[src/pkg/dbt_map.svh]
// register indices, field positions, reset values and timing counts of the dual byte timer
`ifndef DBT_MAP_SVH
`define DBT_MAP_SVH

// printed offsets are register indices; byte address is index times four
`define DBT_IDX_CTRL 18'h0fe18
`define DBT_IDX_PRESEL 18'h0fe19
`define DBT_IDX_LOW_CNT 18'h0fe1a
`define DBT_IDX_HIGH_CNT 18'h0fe1b
`define DBT_IDX_LOW_MATCH 18'h0fe1c
`define DBT_IDX_HIGH_MATCH 18'h0fe1d

// timer_control fields
`define DBT_CTRL_HIGH_RUN 7
`define DBT_CTRL_LOW_RUN 6
`define DBT_CTRL_CASCADE 5
`define DBT_CTRL_PWM 4
`define DBT_CTRL_HIGH_FLAG 3
`define DBT_CTRL_HIGH_IE 2
`define DBT_CTRL_LOW_FLAG 1
`define DBT_CTRL_LOW_IE 0

// prescaler_select fields
`define DBT_PRE_HIGH_MSB 7
`define DBT_PRE_HIGH_LSB 4
`define DBT_PRE_LOW_MSB 3
`define DBT_PRE_LOW_LSB 0

// reset values and the all-ones compare value
`define DBT_RST_BYTE 8'h00
`define DBT_RST_WORD 32'h0000_0000
`define DBT_ALL_ONES 8'hff

// slow count clock is every second core clock
`define DBT_SLOW_TICK_CYCLES 2

`endif

[src/pkg/dbt_pkg.sv]
// types shared by the dual byte timer
package dbt_pkg;

  typedef enum logic [3:0] {
    DBT_MODE_TOGGLE = 4'b0001,
    DBT_MODE_PWM8 = 4'b0010,
    DBT_MODE_CASCADE = 4'b0100,
    DBT_MODE_CASC_PWM = 4'b1000
  } dbt_mode_type;

  typedef struct packed {
    logic enable;
    logic [2:0] code;
  } dbt_prescale_type;

endpackage : dbt_pkg

[src/verilog/dbt_timer.sv]
// dual byte timer with prescalers, match buffers, toggle and pwm outputs, apb slave
`timescale 1ns/100ps
`default_nettype none
`include "dbt_map.svh"

module dbt_timer
  import dbt_pkg::*;
(
  input wire logic core_clk,
  input wire logic rst_n,
  input wire logic psel,
  input wire logic penable,
  input wire logic pwrite,
  input wire logic [19:0] paddr,
  input wire logic [31:0] pwdata,
  output logic [31:0] prdata,
  output logic pready,
  output logic pslverr,
  input wire logic ext_event_in,
  input wire logic ext_count_sel,
  output logic low_wave_out,
  output logic high_wave_out,
  output logic irq_req
);

  // last prescaler state before a tick: divide by 1, or 2 to 256
  function automatic logic [7:0] prescale_last(input dbt_prescale_type cfg);
    logic [8:0] ratio;
    ratio = 9'h000;
    if (cfg.enable) begin
      ratio = 9'h002 << cfg.code;
    end else begin
      ratio = 9'h001;
    end
    return 8'(ratio - 9'h001);
  endfunction : prescale_last

  function automatic logic addr_hit(input logic [19:0] addr, input logic [17:0] idx);
    return (addr[19:2] == idx) && (addr[1:0] == 2'h0);
  endfunction : addr_hit

  logic [7:0] ctrl_reg;
  logic [7:0] ctrl_next;
  logic [7:0] presel_reg;
  logic [7:0] low_match_reg;
  logic [7:0] high_match_reg;
  logic [7:0] low_cnt_reg;
  logic [7:0] low_cnt_next;
  logic [7:0] high_cnt_reg;
  logic [7:0] high_cnt_next;
  logic [7:0] low_buf_reg;
  logic [7:0] high_buf_reg;
  dbt_prescale_type low_cfg_reg;
  dbt_prescale_type high_cfg_reg;
  logic [7:0] low_pre_reg;
  logic [7:0] high_pre_reg;
  logic slow_tick_reg;
  logic sync_first_reg;
  logic sync_second_reg;
  logic sync_third_reg;
  logic low_out_reg;
  logic high_out_reg;
  logic irq_reg;
  logic [31:0] prdata_reg;
  logic pready_reg;
  logic pslverr_reg;
  dbt_mode_type mode;

  // bus decode
  wire setup_phase = psel & ~penable;
  wire access_done = psel & penable & pready_reg;
  wire wr_take = access_done & pwrite;
  wire hit_ctrl = addr_hit(paddr, `DBT_IDX_CTRL);
  wire hit_presel = addr_hit(paddr, `DBT_IDX_PRESEL);
  wire hit_low_cnt = addr_hit(paddr, `DBT_IDX_LOW_CNT);
  wire hit_high_cnt = addr_hit(paddr, `DBT_IDX_HIGH_CNT);
  wire hit_low_match = addr_hit(paddr, `DBT_IDX_LOW_MATCH);
  wire hit_high_match = addr_hit(paddr, `DBT_IDX_HIGH_MATCH);
  wire addr_miss = ~(hit_ctrl | hit_presel | hit_low_cnt | hit_high_cnt | hit_low_match | hit_high_match);
  wire wr_ctrl = wr_take & hit_ctrl;
  wire wr_presel = wr_take & hit_presel;
  wire wr_low_match = wr_take & hit_low_match;
  wire wr_high_match = wr_take & hit_high_match;
  // counter addresses accept writes silently: they are read-only
  wire [7:0] rd_byte = hit_ctrl ? ctrl_reg :
                       hit_presel ? presel_reg :
                       hit_low_cnt ? low_cnt_reg :
                       hit_high_cnt ? high_cnt_reg :
                       hit_low_match ? low_match_reg :
                       hit_high_match ? high_match_reg : `DBT_RST_BYTE;

  // control fields
  wire low_run = ctrl_reg[`DBT_CTRL_LOW_RUN];
  wire high_run = ctrl_reg[`DBT_CTRL_HIGH_RUN];
  wire cascade_select = ctrl_reg[`DBT_CTRL_CASCADE];
  wire pwm_select = ctrl_reg[`DBT_CTRL_PWM];
  wire [3:0] low_cfg_in = presel_reg[`DBT_PRE_LOW_MSB:`DBT_PRE_LOW_LSB];
  wire [3:0] high_cfg_in = presel_reg[`DBT_PRE_HIGH_MSB:`DBT_PRE_HIGH_LSB];

  always_comb begin
    case ({cascade_select, pwm_select})
      2'b00: mode = DBT_MODE_TOGGLE;
      2'b01: mode = DBT_MODE_PWM8;
      2'b10: mode = DBT_MODE_CASCADE;
      2'b11: mode = DBT_MODE_CASC_PWM;
      default: mode = DBT_MODE_TOGGLE;
    endcase
  end

  wire mode_toggle = (mode == DBT_MODE_TOGGLE);
  wire mode_pwm8 = (mode == DBT_MODE_PWM8);
  wire mode_cascade = (mode == DBT_MODE_CASCADE);
  wire mode_casc_pwm = (mode == DBT_MODE_CASC_PWM);

  // event input: only the second stage reads the first
  wire ext_pulse = sync_second_reg & ~sync_third_reg;

  // low half count source
  // pwm select with event input misbehaves by design; software avoids it
  wire low_src = pwm_select ? 1'b1 :
                 ext_count_sel ? ext_pulse : slow_tick_reg;

  wire [7:0] low_pre_last = prescale_last(low_cfg_reg);
  wire low_pre_end = (low_pre_reg == low_pre_last);
  wire low_tick = low_run & low_src & low_pre_end;
  wire low_at_match = (low_cnt_reg == low_buf_reg);
  wire low_match_ev = low_tick & low_at_match;
  wire low_ovf_ev = low_tick & (low_cnt_reg == `DBT_ALL_ONES);
  wire low_clr_on_match = mode_toggle | mode_cascade;
  wire low_reset_ev = low_match_ev & low_clr_on_match;
  wire low_wrap = low_tick & (low_cnt_next == `DBT_RST_BYTE);

  // high half count source
  logic high_src;
  always_comb begin
    case (mode)
      DBT_MODE_TOGGLE: high_src = slow_tick_reg;
      DBT_MODE_PWM8: high_src = 1'b1;
      DBT_MODE_CASCADE: high_src = low_match_ev;
      DBT_MODE_CASC_PWM: high_src = low_ovf_ev;
      default: high_src = 1'b0;
    endcase
  end

  wire [7:0] high_pre_last = prescale_last(high_cfg_reg);
  wire high_pre_end = (high_pre_reg == high_pre_last);
  wire high_tick = high_run & high_src & high_pre_end;
  wire high_at_match = (high_cnt_reg == high_buf_reg);
  wire high_match_ev = high_tick & high_at_match;
  wire high_ovf_ev = high_tick & (high_cnt_reg == `DBT_ALL_ONES);
  wire high_clr_on_match = ~mode_pwm8;
  wire high_reset_ev = high_match_ev & high_clr_on_match;
  wire high_wrap = high_tick & (high_cnt_next == `DBT_RST_BYTE);
  wire high_is_pwm = mode_pwm8;

  // counters
  always_comb begin
    if (!low_run) begin
      low_cnt_next = `DBT_RST_BYTE;
    end else if (low_reset_ev) begin
      low_cnt_next = `DBT_RST_BYTE;
    end else if (low_tick) begin
      low_cnt_next = low_cnt_reg + 8'h01;
    end else begin
      low_cnt_next = low_cnt_reg;
    end
  end

  always_comb begin
    if (!high_run) begin
      high_cnt_next = `DBT_RST_BYTE;
    end else if (high_reset_ev) begin
      high_cnt_next = `DBT_RST_BYTE;
    end else if (high_tick) begin
      high_cnt_next = high_cnt_reg + 8'h01;
    end else begin
      high_cnt_next = high_cnt_reg;
    end
  end

  // control with flags: hardware set wins over a software clear
  always_comb begin
    ctrl_next = wr_ctrl ? pwdata[7:0] : ctrl_reg;
    if (low_wrap) begin
      ctrl_next[`DBT_CTRL_LOW_FLAG] = 1'b1;
    end
    if (high_wrap) begin
      ctrl_next[`DBT_CTRL_HIGH_FLAG] = 1'b1;
    end
  end

  wire irq_next = (ctrl_next[`DBT_CTRL_LOW_FLAG] & ctrl_next[`DBT_CTRL_LOW_IE]) |
                  (ctrl_next[`DBT_CTRL_HIGH_FLAG] & ctrl_next[`DBT_CTRL_HIGH_IE]);

  // outputs: stopped high, all-ones match low, else toggle or pwm
  logic low_out_next;
  always_comb begin
    if (!low_run) begin
      low_out_next = 1'b1;
    end else if (low_match_reg == `DBT_ALL_ONES) begin
      low_out_next = 1'b0;
    end else if (pwm_select) begin
      if (low_match_ev) begin
        low_out_next = 1'b1;
      end else if (low_ovf_ev) begin
        low_out_next = 1'b0;
      end else begin
        low_out_next = low_out_reg;
      end
    end else begin
      low_out_next = low_out_reg ^ low_match_ev;
    end
  end

  logic high_out_next;
  always_comb begin
    if (!high_run) begin
      high_out_next = 1'b1;
    end else if (high_match_reg == `DBT_ALL_ONES) begin
      high_out_next = 1'b0;
    end else if (high_is_pwm) begin
      if (high_match_ev) begin
        high_out_next = 1'b1;
      end else if (high_ovf_ev) begin
        high_out_next = 1'b0;
      end else begin
        high_out_next = high_out_reg;
      end
    end else begin
      high_out_next = high_out_reg ^ high_match_ev;
    end
  end

  // bus registers
  always_ff @(posedge core_clk or negedge rst_n) begin
    if (!rst_n) begin
      ctrl_reg <= `DBT_RST_BYTE;
    end else begin
      ctrl_reg <= ctrl_next;
    end
  end

  always_ff @(posedge core_clk or negedge rst_n) begin
    if (!rst_n) begin
      presel_reg <= `DBT_RST_BYTE;
    end else if (wr_presel) begin
      presel_reg <= pwdata[7:0];
    end
  end

  always_ff @(posedge core_clk or negedge rst_n) begin
    if (!rst_n) begin
      low_match_reg <= `DBT_RST_BYTE;
      high_match_reg <= `DBT_RST_BYTE;
    end else begin
      if (wr_low_match) begin
        low_match_reg <= pwdata[7:0];
      end
      if (wr_high_match) begin
        high_match_reg <= pwdata[7:0];
      end
    end
  end

  // zero wait state: answer in the cycle after setup
  always_ff @(posedge core_clk or negedge rst_n) begin
    if (!rst_n) begin
      pready_reg <= 1'b0;
      pslverr_reg <= 1'b0;
      prdata_reg <= `DBT_RST_WORD;
    end else begin
      pready_reg <= setup_phase;
      pslverr_reg <= setup_phase & addr_miss;
      prdata_reg <= (setup_phase & ~pwrite) ? {24'h000000, rd_byte} : `DBT_RST_WORD;
    end
  end

  // slow tick and event synchroniser
  always_ff @(posedge core_clk or negedge rst_n) begin
    if (!rst_n) begin
      slow_tick_reg <= 1'b0;
      sync_first_reg <= 1'b0;
      sync_second_reg <= 1'b0;
      sync_third_reg <= 1'b0;
    end else begin
      slow_tick_reg <= ~slow_tick_reg;
      sync_first_reg <= ext_event_in;
      sync_second_reg <= sync_first_reg;
      sync_third_reg <= sync_second_reg;
    end
  end

  // prescalers: a counter reset coincides with the tick that wraps them
  always_ff @(posedge core_clk or negedge rst_n) begin
    if (!rst_n) begin
      low_pre_reg <= `DBT_RST_BYTE;
    end else if (!low_run || low_reset_ev) begin
      low_pre_reg <= `DBT_RST_BYTE;
    end else if (low_src) begin
      low_pre_reg <= low_pre_end ? `DBT_RST_BYTE : low_pre_reg + 8'h01;
    end
  end

  always_ff @(posedge core_clk or negedge rst_n) begin
    if (!rst_n) begin
      high_pre_reg <= `DBT_RST_BYTE;
    end else if (!high_run || high_reset_ev) begin
      high_pre_reg <= `DBT_RST_BYTE;
    end else if (high_src) begin
      high_pre_reg <= high_pre_end ? `DBT_RST_BYTE : high_pre_reg + 8'h01;
    end
  end

  always_ff @(posedge core_clk or negedge rst_n) begin
    if (!rst_n) begin
      low_cnt_reg <= `DBT_RST_BYTE;
      high_cnt_reg <= `DBT_RST_BYTE;
    end else begin
      low_cnt_reg <= low_cnt_next;
      high_cnt_reg <= high_cnt_next;
    end
  end

  // match buffers and prescaler settings follow the registers while stopped and otherwise change only at a period boundary
  always_ff @(posedge core_clk or negedge rst_n) begin
    if (!rst_n) begin
      low_buf_reg <= `DBT_RST_BYTE;
      low_cfg_reg <= 4'h0;
    end else if (!low_run || low_wrap) begin
      low_buf_reg <= low_match_reg;
      low_cfg_reg <= low_cfg_in;
    end
  end

  always_ff @(posedge core_clk or negedge rst_n) begin
    if (!rst_n) begin
      high_buf_reg <= `DBT_RST_BYTE;
      high_cfg_reg <= 4'h0;
    end else if (!high_run || high_wrap) begin
      high_buf_reg <= high_match_reg;
      high_cfg_reg <= high_cfg_in;
    end
  end

  always_ff @(posedge core_clk or negedge rst_n) begin
    if (!rst_n) begin
      low_out_reg <= 1'b1;
      high_out_reg <= 1'b1;
      irq_reg <= 1'b0;
    end else begin
      low_out_reg <= low_out_next;
      high_out_reg <= high_out_next;
      irq_reg <= irq_next;
    end
  end

  assign prdata = prdata_reg;
  assign pready = pready_reg;
  assign pslverr = pslverr_reg;
  assign low_wave_out = low_out_reg;
  assign high_wave_out = high_out_reg;
  assign irq_req = irq_reg;

endmodule : dbt_timer

`default_nettype wire
[config.mk]
export PLATFORM = sky130hd
export DESIGN_NAME = dbt_timer
export DESIGN_NICKNAME = d
export VERILOG_FILES = /design/src/pkg/dbt_pkg.sv /design/src/verilog/dbt_timer.sv
export VERILOG_INCLUDE_DIRS = /design/src /design/src/pkg
export SDC_FILE = /design/constraint.sdc
export NUM_CORES = 1
export LEC_CHECK = 0
export BUFFER_PORTS_ARGS = -buffer_cell sky130_fd_sc_hd__buf_2
export CORE_ASPECT_RATIO = 0.8
export CORE_MARGIN = 2
export CORE_UTILIZATION = 50
export DETAILED_ROUTE_END_ITERATION = 10
export HOLD_SLACK_MARGIN = 0.1
export PLACE_DENSITY = 0.71
export SLEW_MARGIN = 20
export SYNTH_ARGS = -nofsm -noshare
export SYNTH_HDL_FRONTEND = slang
export SYNTH_SLANG_ARGS = --single-unit
[constraint.sdc]
create_clock -name core_clk -period 2.96 [get_ports core_clk]
set_input_delay 0.148 -clock core_clk [delete_from_list [all_inputs] [get_ports core_clk]]
set_output_delay 0.148 -clock core_clk [all_outputs]
set_load 0.05 [all_outputs]
Yosys cells after proc, flatten, opt, wreduce, memory -nomap -nowiden --
Index checks and enable logic that the tools add are counted. Widths: inputs -> output; s select.
Storage, ports and cells: input port bits 59, word-level logic and storage cells 152, bits in registers 105
Operators by class: add/sub/neg operators 6, equality and inequality tests 23, reductions and logical operators 18, shift operators 2, bitwise gates (word level) 40, muxes and demuxes 38
Operators with widths (count):
- $mux 8 | 21
- $eq 18x16->1 const B | 6
- $add 8x1->8 const B | 4
- $eq 8x8->1 | 4
- $eq 8x8->1 const B | 4
- $and 1x1->1 | 25
- $logic_not 8->1 | 2
- $pmux 4 s4 | 1
- $shl 2x3->8 const A | 2
- $sub 8x1->8 const B | 2
- $mux 1 | 14
- $ne 5x2->1 const B | 2
- $or 1x1->1 | 7
- $logic_and 1x1->1 | 6
- $not 1->1 | 6
- $eq 2x2->1 const B | 2
- $eq 4x1->1 const B | 1
- $eq 4x2->1 const B | 1
- $eq 4x3->1 const B | 1
- $eq 4x4->1 const B | 1
- $logic_not 2->1 | 2
- $logic_or 1x1->1 | 4
- $mux 4 | 1
- $pmux 1 s4 | 1
- 4 further kinds | 7

Logic depth before layout (Yosys ltp) --
depth after elaboration 19, gate-level depth with buffers 12, depth with buffers taken out 9

Worst setup path after synthesis --
OpenSTA, ideal clock, no wires.
path kind register to register, start reg low_cnt_reg[1], end reg high_buf_reg[0], stages on the path, launching flop included 11, setup slack 0.403 ns, required time 2.829 ns, arrival time 2.426 ns, clock period less this slack 2.557 ns, library setup time 0.131 ns, cells stage by stage dfrtp_1 -> ha_1 -> nand3_2 -> or3_1 -> nand2_1 -> o2111ai_2 -> o311a_1 -> o31ai_2 -> and2_1 -> buf_4 -> o22ai_2
Between the ends: word-level cells in the longest chain between the ends 12, elaborated cells between the ends (all ways) 15, those cells by class eq/ne: 2; mux: 4; bitwise: 7; reduce/logical: 2
Ends and longest elaborated chain:
- start: declaration | RTL line dbt_timer.sv:47 | logic [7:0] low_cnt_reg;
- start signal: assignment | RTL line dbt_timer.sv:316 | low_cnt_reg <= `DBT_RST_BYTE;
- start signal: assignment | RTL line dbt_timer.sv:319 | low_cnt_reg <= low_cnt_next;
- $eq 8x8->1 (on tied branches)
- $and 1x1->1 (on tied branches) | RTL line dbt_timer.sv:128, dbt_timer.sv:127
- $pmux 1 s4 (*) | RTL line dbt_timer.sv:136 | case (mode)
- $and 1x1->1 (*) (2 in a row) | RTL line dbt_timer.sv:147 | wire high_tick = high_run & high_src & high_pre_end;
- $and 1x1->1 | RTL line dbt_timer.sv:149 | wire high_match_ev = high_tick & high_at_match;
- $and 1x1->1 | RTL line dbt_timer.sv:152 | wire high_reset_ev = high_match_ev & high_clr_on_match;
- $mux 8 | RTL line dbt_timer.sv:172 | end else if (high_reset_ev) begin
- $mux 8 | RTL line dbt_timer.sv:170 | if (!high_run) begin
- $logic_not 8->1 (no line)
- $and 1x1->1 (*) | RTL line dbt_timer.sv:153 | wire high_wrap = high_tick & (high_cnt_next == `DBT_RST_BYTE);
- $logic_or 1x1->1 (*) | RTL line dbt_timer.sv:339 | end else if (!high_run || high_wrap) begin
- end signal: assignment | RTL line dbt_timer.sv:337 | high_buf_reg <= `DBT_RST_BYTE;
- end signal: assignment | RTL line dbt_timer.sv:340 | high_buf_reg <= high_match_reg;
- end: declaration | RTL line dbt_timer.sv:52 | logic [7:0] high_buf_reg;
Mark *: on every way between the ends. The rest lies on a longest branch, timed or not. A chain may end at the register's enable or synchronous reset.

Final worst setup path --
start reg low_cfg_reg[1] in the netlist's numbering, end reg high_cfg_reg[0] in the netlist's numbering
Between the ends: word-level cells in the longest chain between the ends 16, elaborated cells between the ends (all ways) 18, those cells by class add/sub: 1; eq/ne: 1; shift: 1; mux: 5; bitwise: 8; reduce/logical: 2
Ends and longest elaborated chain:
- start: declaration | RTL line dbt_timer.sv:53 | dbt_prescale_type low_cfg_reg;
- start signal: assignment | RTL line dbt_timer.sv:331 | low_cfg_reg <= low_cfg_in;
- $shl 2x3->8 (*) | RTL line dbt_timer.sv:31 | ratio = 9'h002 << cfg.code;
- $mux 8 (*) | RTL line dbt_timer.sv:30 | if (cfg.enable) begin
- $sub 8x1->8 (*) | RTL line dbt_timer.sv:35 | return 8'(ratio - 9'h001);
- $eq 8x8->1 (*) | RTL line dbt_timer.sv:124 | wire low_pre_end = (low_pre_reg == low_pre_last);
- $and 1x1->1 (*) | RTL line dbt_timer.sv:125 | wire low_tick = low_run & low_src & low_pre_end;
- $and 1x1->1 (on tied branches) | RTL line dbt_timer.sv:128, dbt_timer.sv:127
- $pmux 1 s4 (*) | RTL line dbt_timer.sv:136
- $and 1x1->1 (*) (2 in a row) | RTL line dbt_timer.sv:147
- $and 1x1->1 | RTL line dbt_timer.sv:149
- $and 1x1->1 | RTL line dbt_timer.sv:152
- $mux 8 | RTL line dbt_timer.sv:172
- $mux 8 | RTL line dbt_timer.sv:170
- $logic_not 8->1 (no line)
- $and 1x1->1 (*) | RTL line dbt_timer.sv:153
- $logic_or 1x1->1 (*) | RTL line dbt_timer.sv:339
- end signal: assignment | RTL line dbt_timer.sv:341 | high_cfg_reg <= high_cfg_in;
- end: declaration | RTL line dbt_timer.sv:54 | dbt_prescale_type high_cfg_reg;
Marks and branches as above.

==> metrics <==
status finished clean; leading area contributor after synthesis dfrtp_1; Startpoint Class flop; 1st-iter DRT viols approximately 500; top cell type's share of synthesized area a little over 40%; placed insts 861; Tmin final about 2.8 ns; Max Buffers Root-to-Sink 2; Starting Density about half; DP Wirelength 11800 µm; Final Cycle Share 94.9%; die area about 14000 µm²; die width roughly 130 µm; YS warnings 0; Slew @ Worst Pin ~0.72 ns; Hold Path Class in -> reg; Synth cell types 77; sequential element share of the synthesized area between 40% and 50%; max-cap violations 0; first-pass GRT wire length ~27000 µm; CP Capture Type flop; P&R area growth vs syn 12.5%; RD Place Congestion 0.915; f_max between 0.3 and 0.4 GHz; layout cells sized above 1 approximately a quarter; Final Util between 50% and 60%; Diodes inserted 0; H-tree depth 3; CP required 3.18 ns; DIE HEIGHT around 100 µm; CTS sink count 105; final hold vios 0; DR pass1 iterations 5; RSZ-0062 raised after global routing false; final setup margin about 0.15 ns; number of global-route vias before repair between 5k and 6k; Remaining DRCs 0; Clk Tree Root Cell clkbuf_16; I/O pin cnt 96; EDFF count, synth 0; PD cells around 390 nW/µm²; count leader, synth dfrtp_1; Nets 770; peak supply drop ~0.00027 V; synthesis-stage register bit count about 110; via/cell ratio slightly below 6; clock slew seen by the registers of the worst setup and hold paths roughly 0.070 ns; synthesized cell area between 6000 and 7000 µm²; maximum number of pins on one net before global-route repair 57; Area contributors post-synth dfrtp_1, mux2_2, nand2_1, buf_4, xor2_1; Max FO, Critical Path 12; Final ANT Viol Nets 0; Setup CP Type reg -> reg; CTS tree built; clock latency at the later pin of the worst-skew pair 0.35 ns; # port buffers 47; Layout Cells excl Fill roughly 880; clk_skew roughly 0.011 ns; final-report setup violation count 0; crit path DAT between 3 and 4 ns; Cells after Synth around 650; Top FF cell, synth dfrtp_1; Place WS -0.0190 ns; initial antenna violation count 0; Post-synth ARST share 100%; GRT Overall Usage about a quarter; syn_area_per_cell 9.85 µm²; synth cell count leaders dfrtp_1, nand2_1, nor2_1, mux2_2, o21ai_0; TritonCTS Buffers 9; Leakage roughly 3.2 nW; Final Slew Violations 0; global route overflow 0; wire length per cell ~18 µm; vias post-DR around 5.2k; final WL about 16000 µm; Row Count 36; headroom to the max-slew limit around half; core area 12300 µm²
==> critical path: stages, from the launching register on <==
cell and delay, ns:
dfrtp_1 0.49, nor3b_2 0.21, o2111ai_1 0.15, a221oi_2 0.37
buf_4 0.20, o211a_1 0.22, o21a_1 0.35, o31ai_2 0.14
o21ba_4 0.41, o22ai_1 0.14
==> logic make-up after synthesis <==
| kind of cell | after synthesis | synth area share [%] |
|---|---|---|
| compound gates | 140 | 16.2 |
| xor+xnor | 35 | 5.94 |
| fa+ha+maj | 4 | 0.787 |
| buf+inv | 72 | 6.81 |
| flops | 105 | 41.4 |
| mux | 51 | 8.90 |
| other cells | 1 | 0.0590 |
| simple gates | 237 | 19.9 |
==> cells in the final DEF, fill, tap and decap left out, drive strengths merged, types with 12 or more instances in the layout <==
master | netlist | routed
a21oi | 27 | 27
buf | 52 | 88
conb | 1 | 24
dfrtp | 103 | 103
mux2 | 44 | 44
nand2 | 63 | 63
nand3 | 25 | 25
nand4 | 15 | 15
nor2 | 45 | 45
nor3 | 14 | 14
o21ai | 42 | 42
o22ai | 13 | 13
xnor2 | 12 | 12
xor2 | 23 | 23
==> power by group <==
part	total [mW]	internal [mW]	switching [mW]	leakage [nW]
clock network	1.14	0.578	0.559	0.126
registers	1.44	1.44	0.00156	1.45
logic	0.184	0.0393	0.145	1.63
total	2.76	2.06	0.705	3.20
==> path summary, 6_finish.rpt <==
check                               startpoint                to  slack, ns  cells past startpoint
max in group asynchronous                rst_n      low_wave_out       1.77                      3
worst max register to register  low_cfg_reg[1]   high_cfg_reg[0]       0.15                      9
min in group asynchronous                rst_n   high_buf_reg[6]       0.41                      2
worst min register to register  sync_first_reg   sync_second_reg       0.35                      0
worst min-delay path                 pwdata[1]  low_match_reg[1]       0.11                      2
worst max-delay path            low_cfg_reg[1]   high_cfg_reg[0]       0.15                      9
==> per-stage QoR <==
stage	TNS, ns	cell area [µm²]	hold WS, ns	power (mW)
final	0	7150	0.111	2.76
after global routing	0	7150	0.111	2.86
after CTS	0	7140	0.102	2.78
after detailed placement	-0.0190	6800	0.262	1.65
after global placement	0	6800	0.243	1.64
after floorplan	0	6440	-0.148	1.60
==> metal layers <==
layer | global-route usage [%] | routed length, µm
met4 | 8.99 | 322
met5 | 0 | 0
met3 | 4.66 | 1120
met1 | 37.4 | 7470
met2 | 36.7 | 7050
==> timing repair <==
action / in CTS / in global routing
hold buffers: 6 / 0
cloned: 0 / 0
resized for setup: 1 / 2
endpoints found under the hold margin: 63 / 0
setup endpoints to repair: 3 / 13
buffers inserted: 0 / 0
==> layout make-up <==
class                           instances  area, µm²
Clock buffer                           11        233
Clock inverter                          5       41.3
Fill cell                            1049       5140
Inverter                                6       22.5
Multi-Input combinational cell        491       3390
Sequential cell                       105       2630
Tap cell                              171        214
Timing Repair Buffer                   94        618
Power figures use the tool's default switching activity.
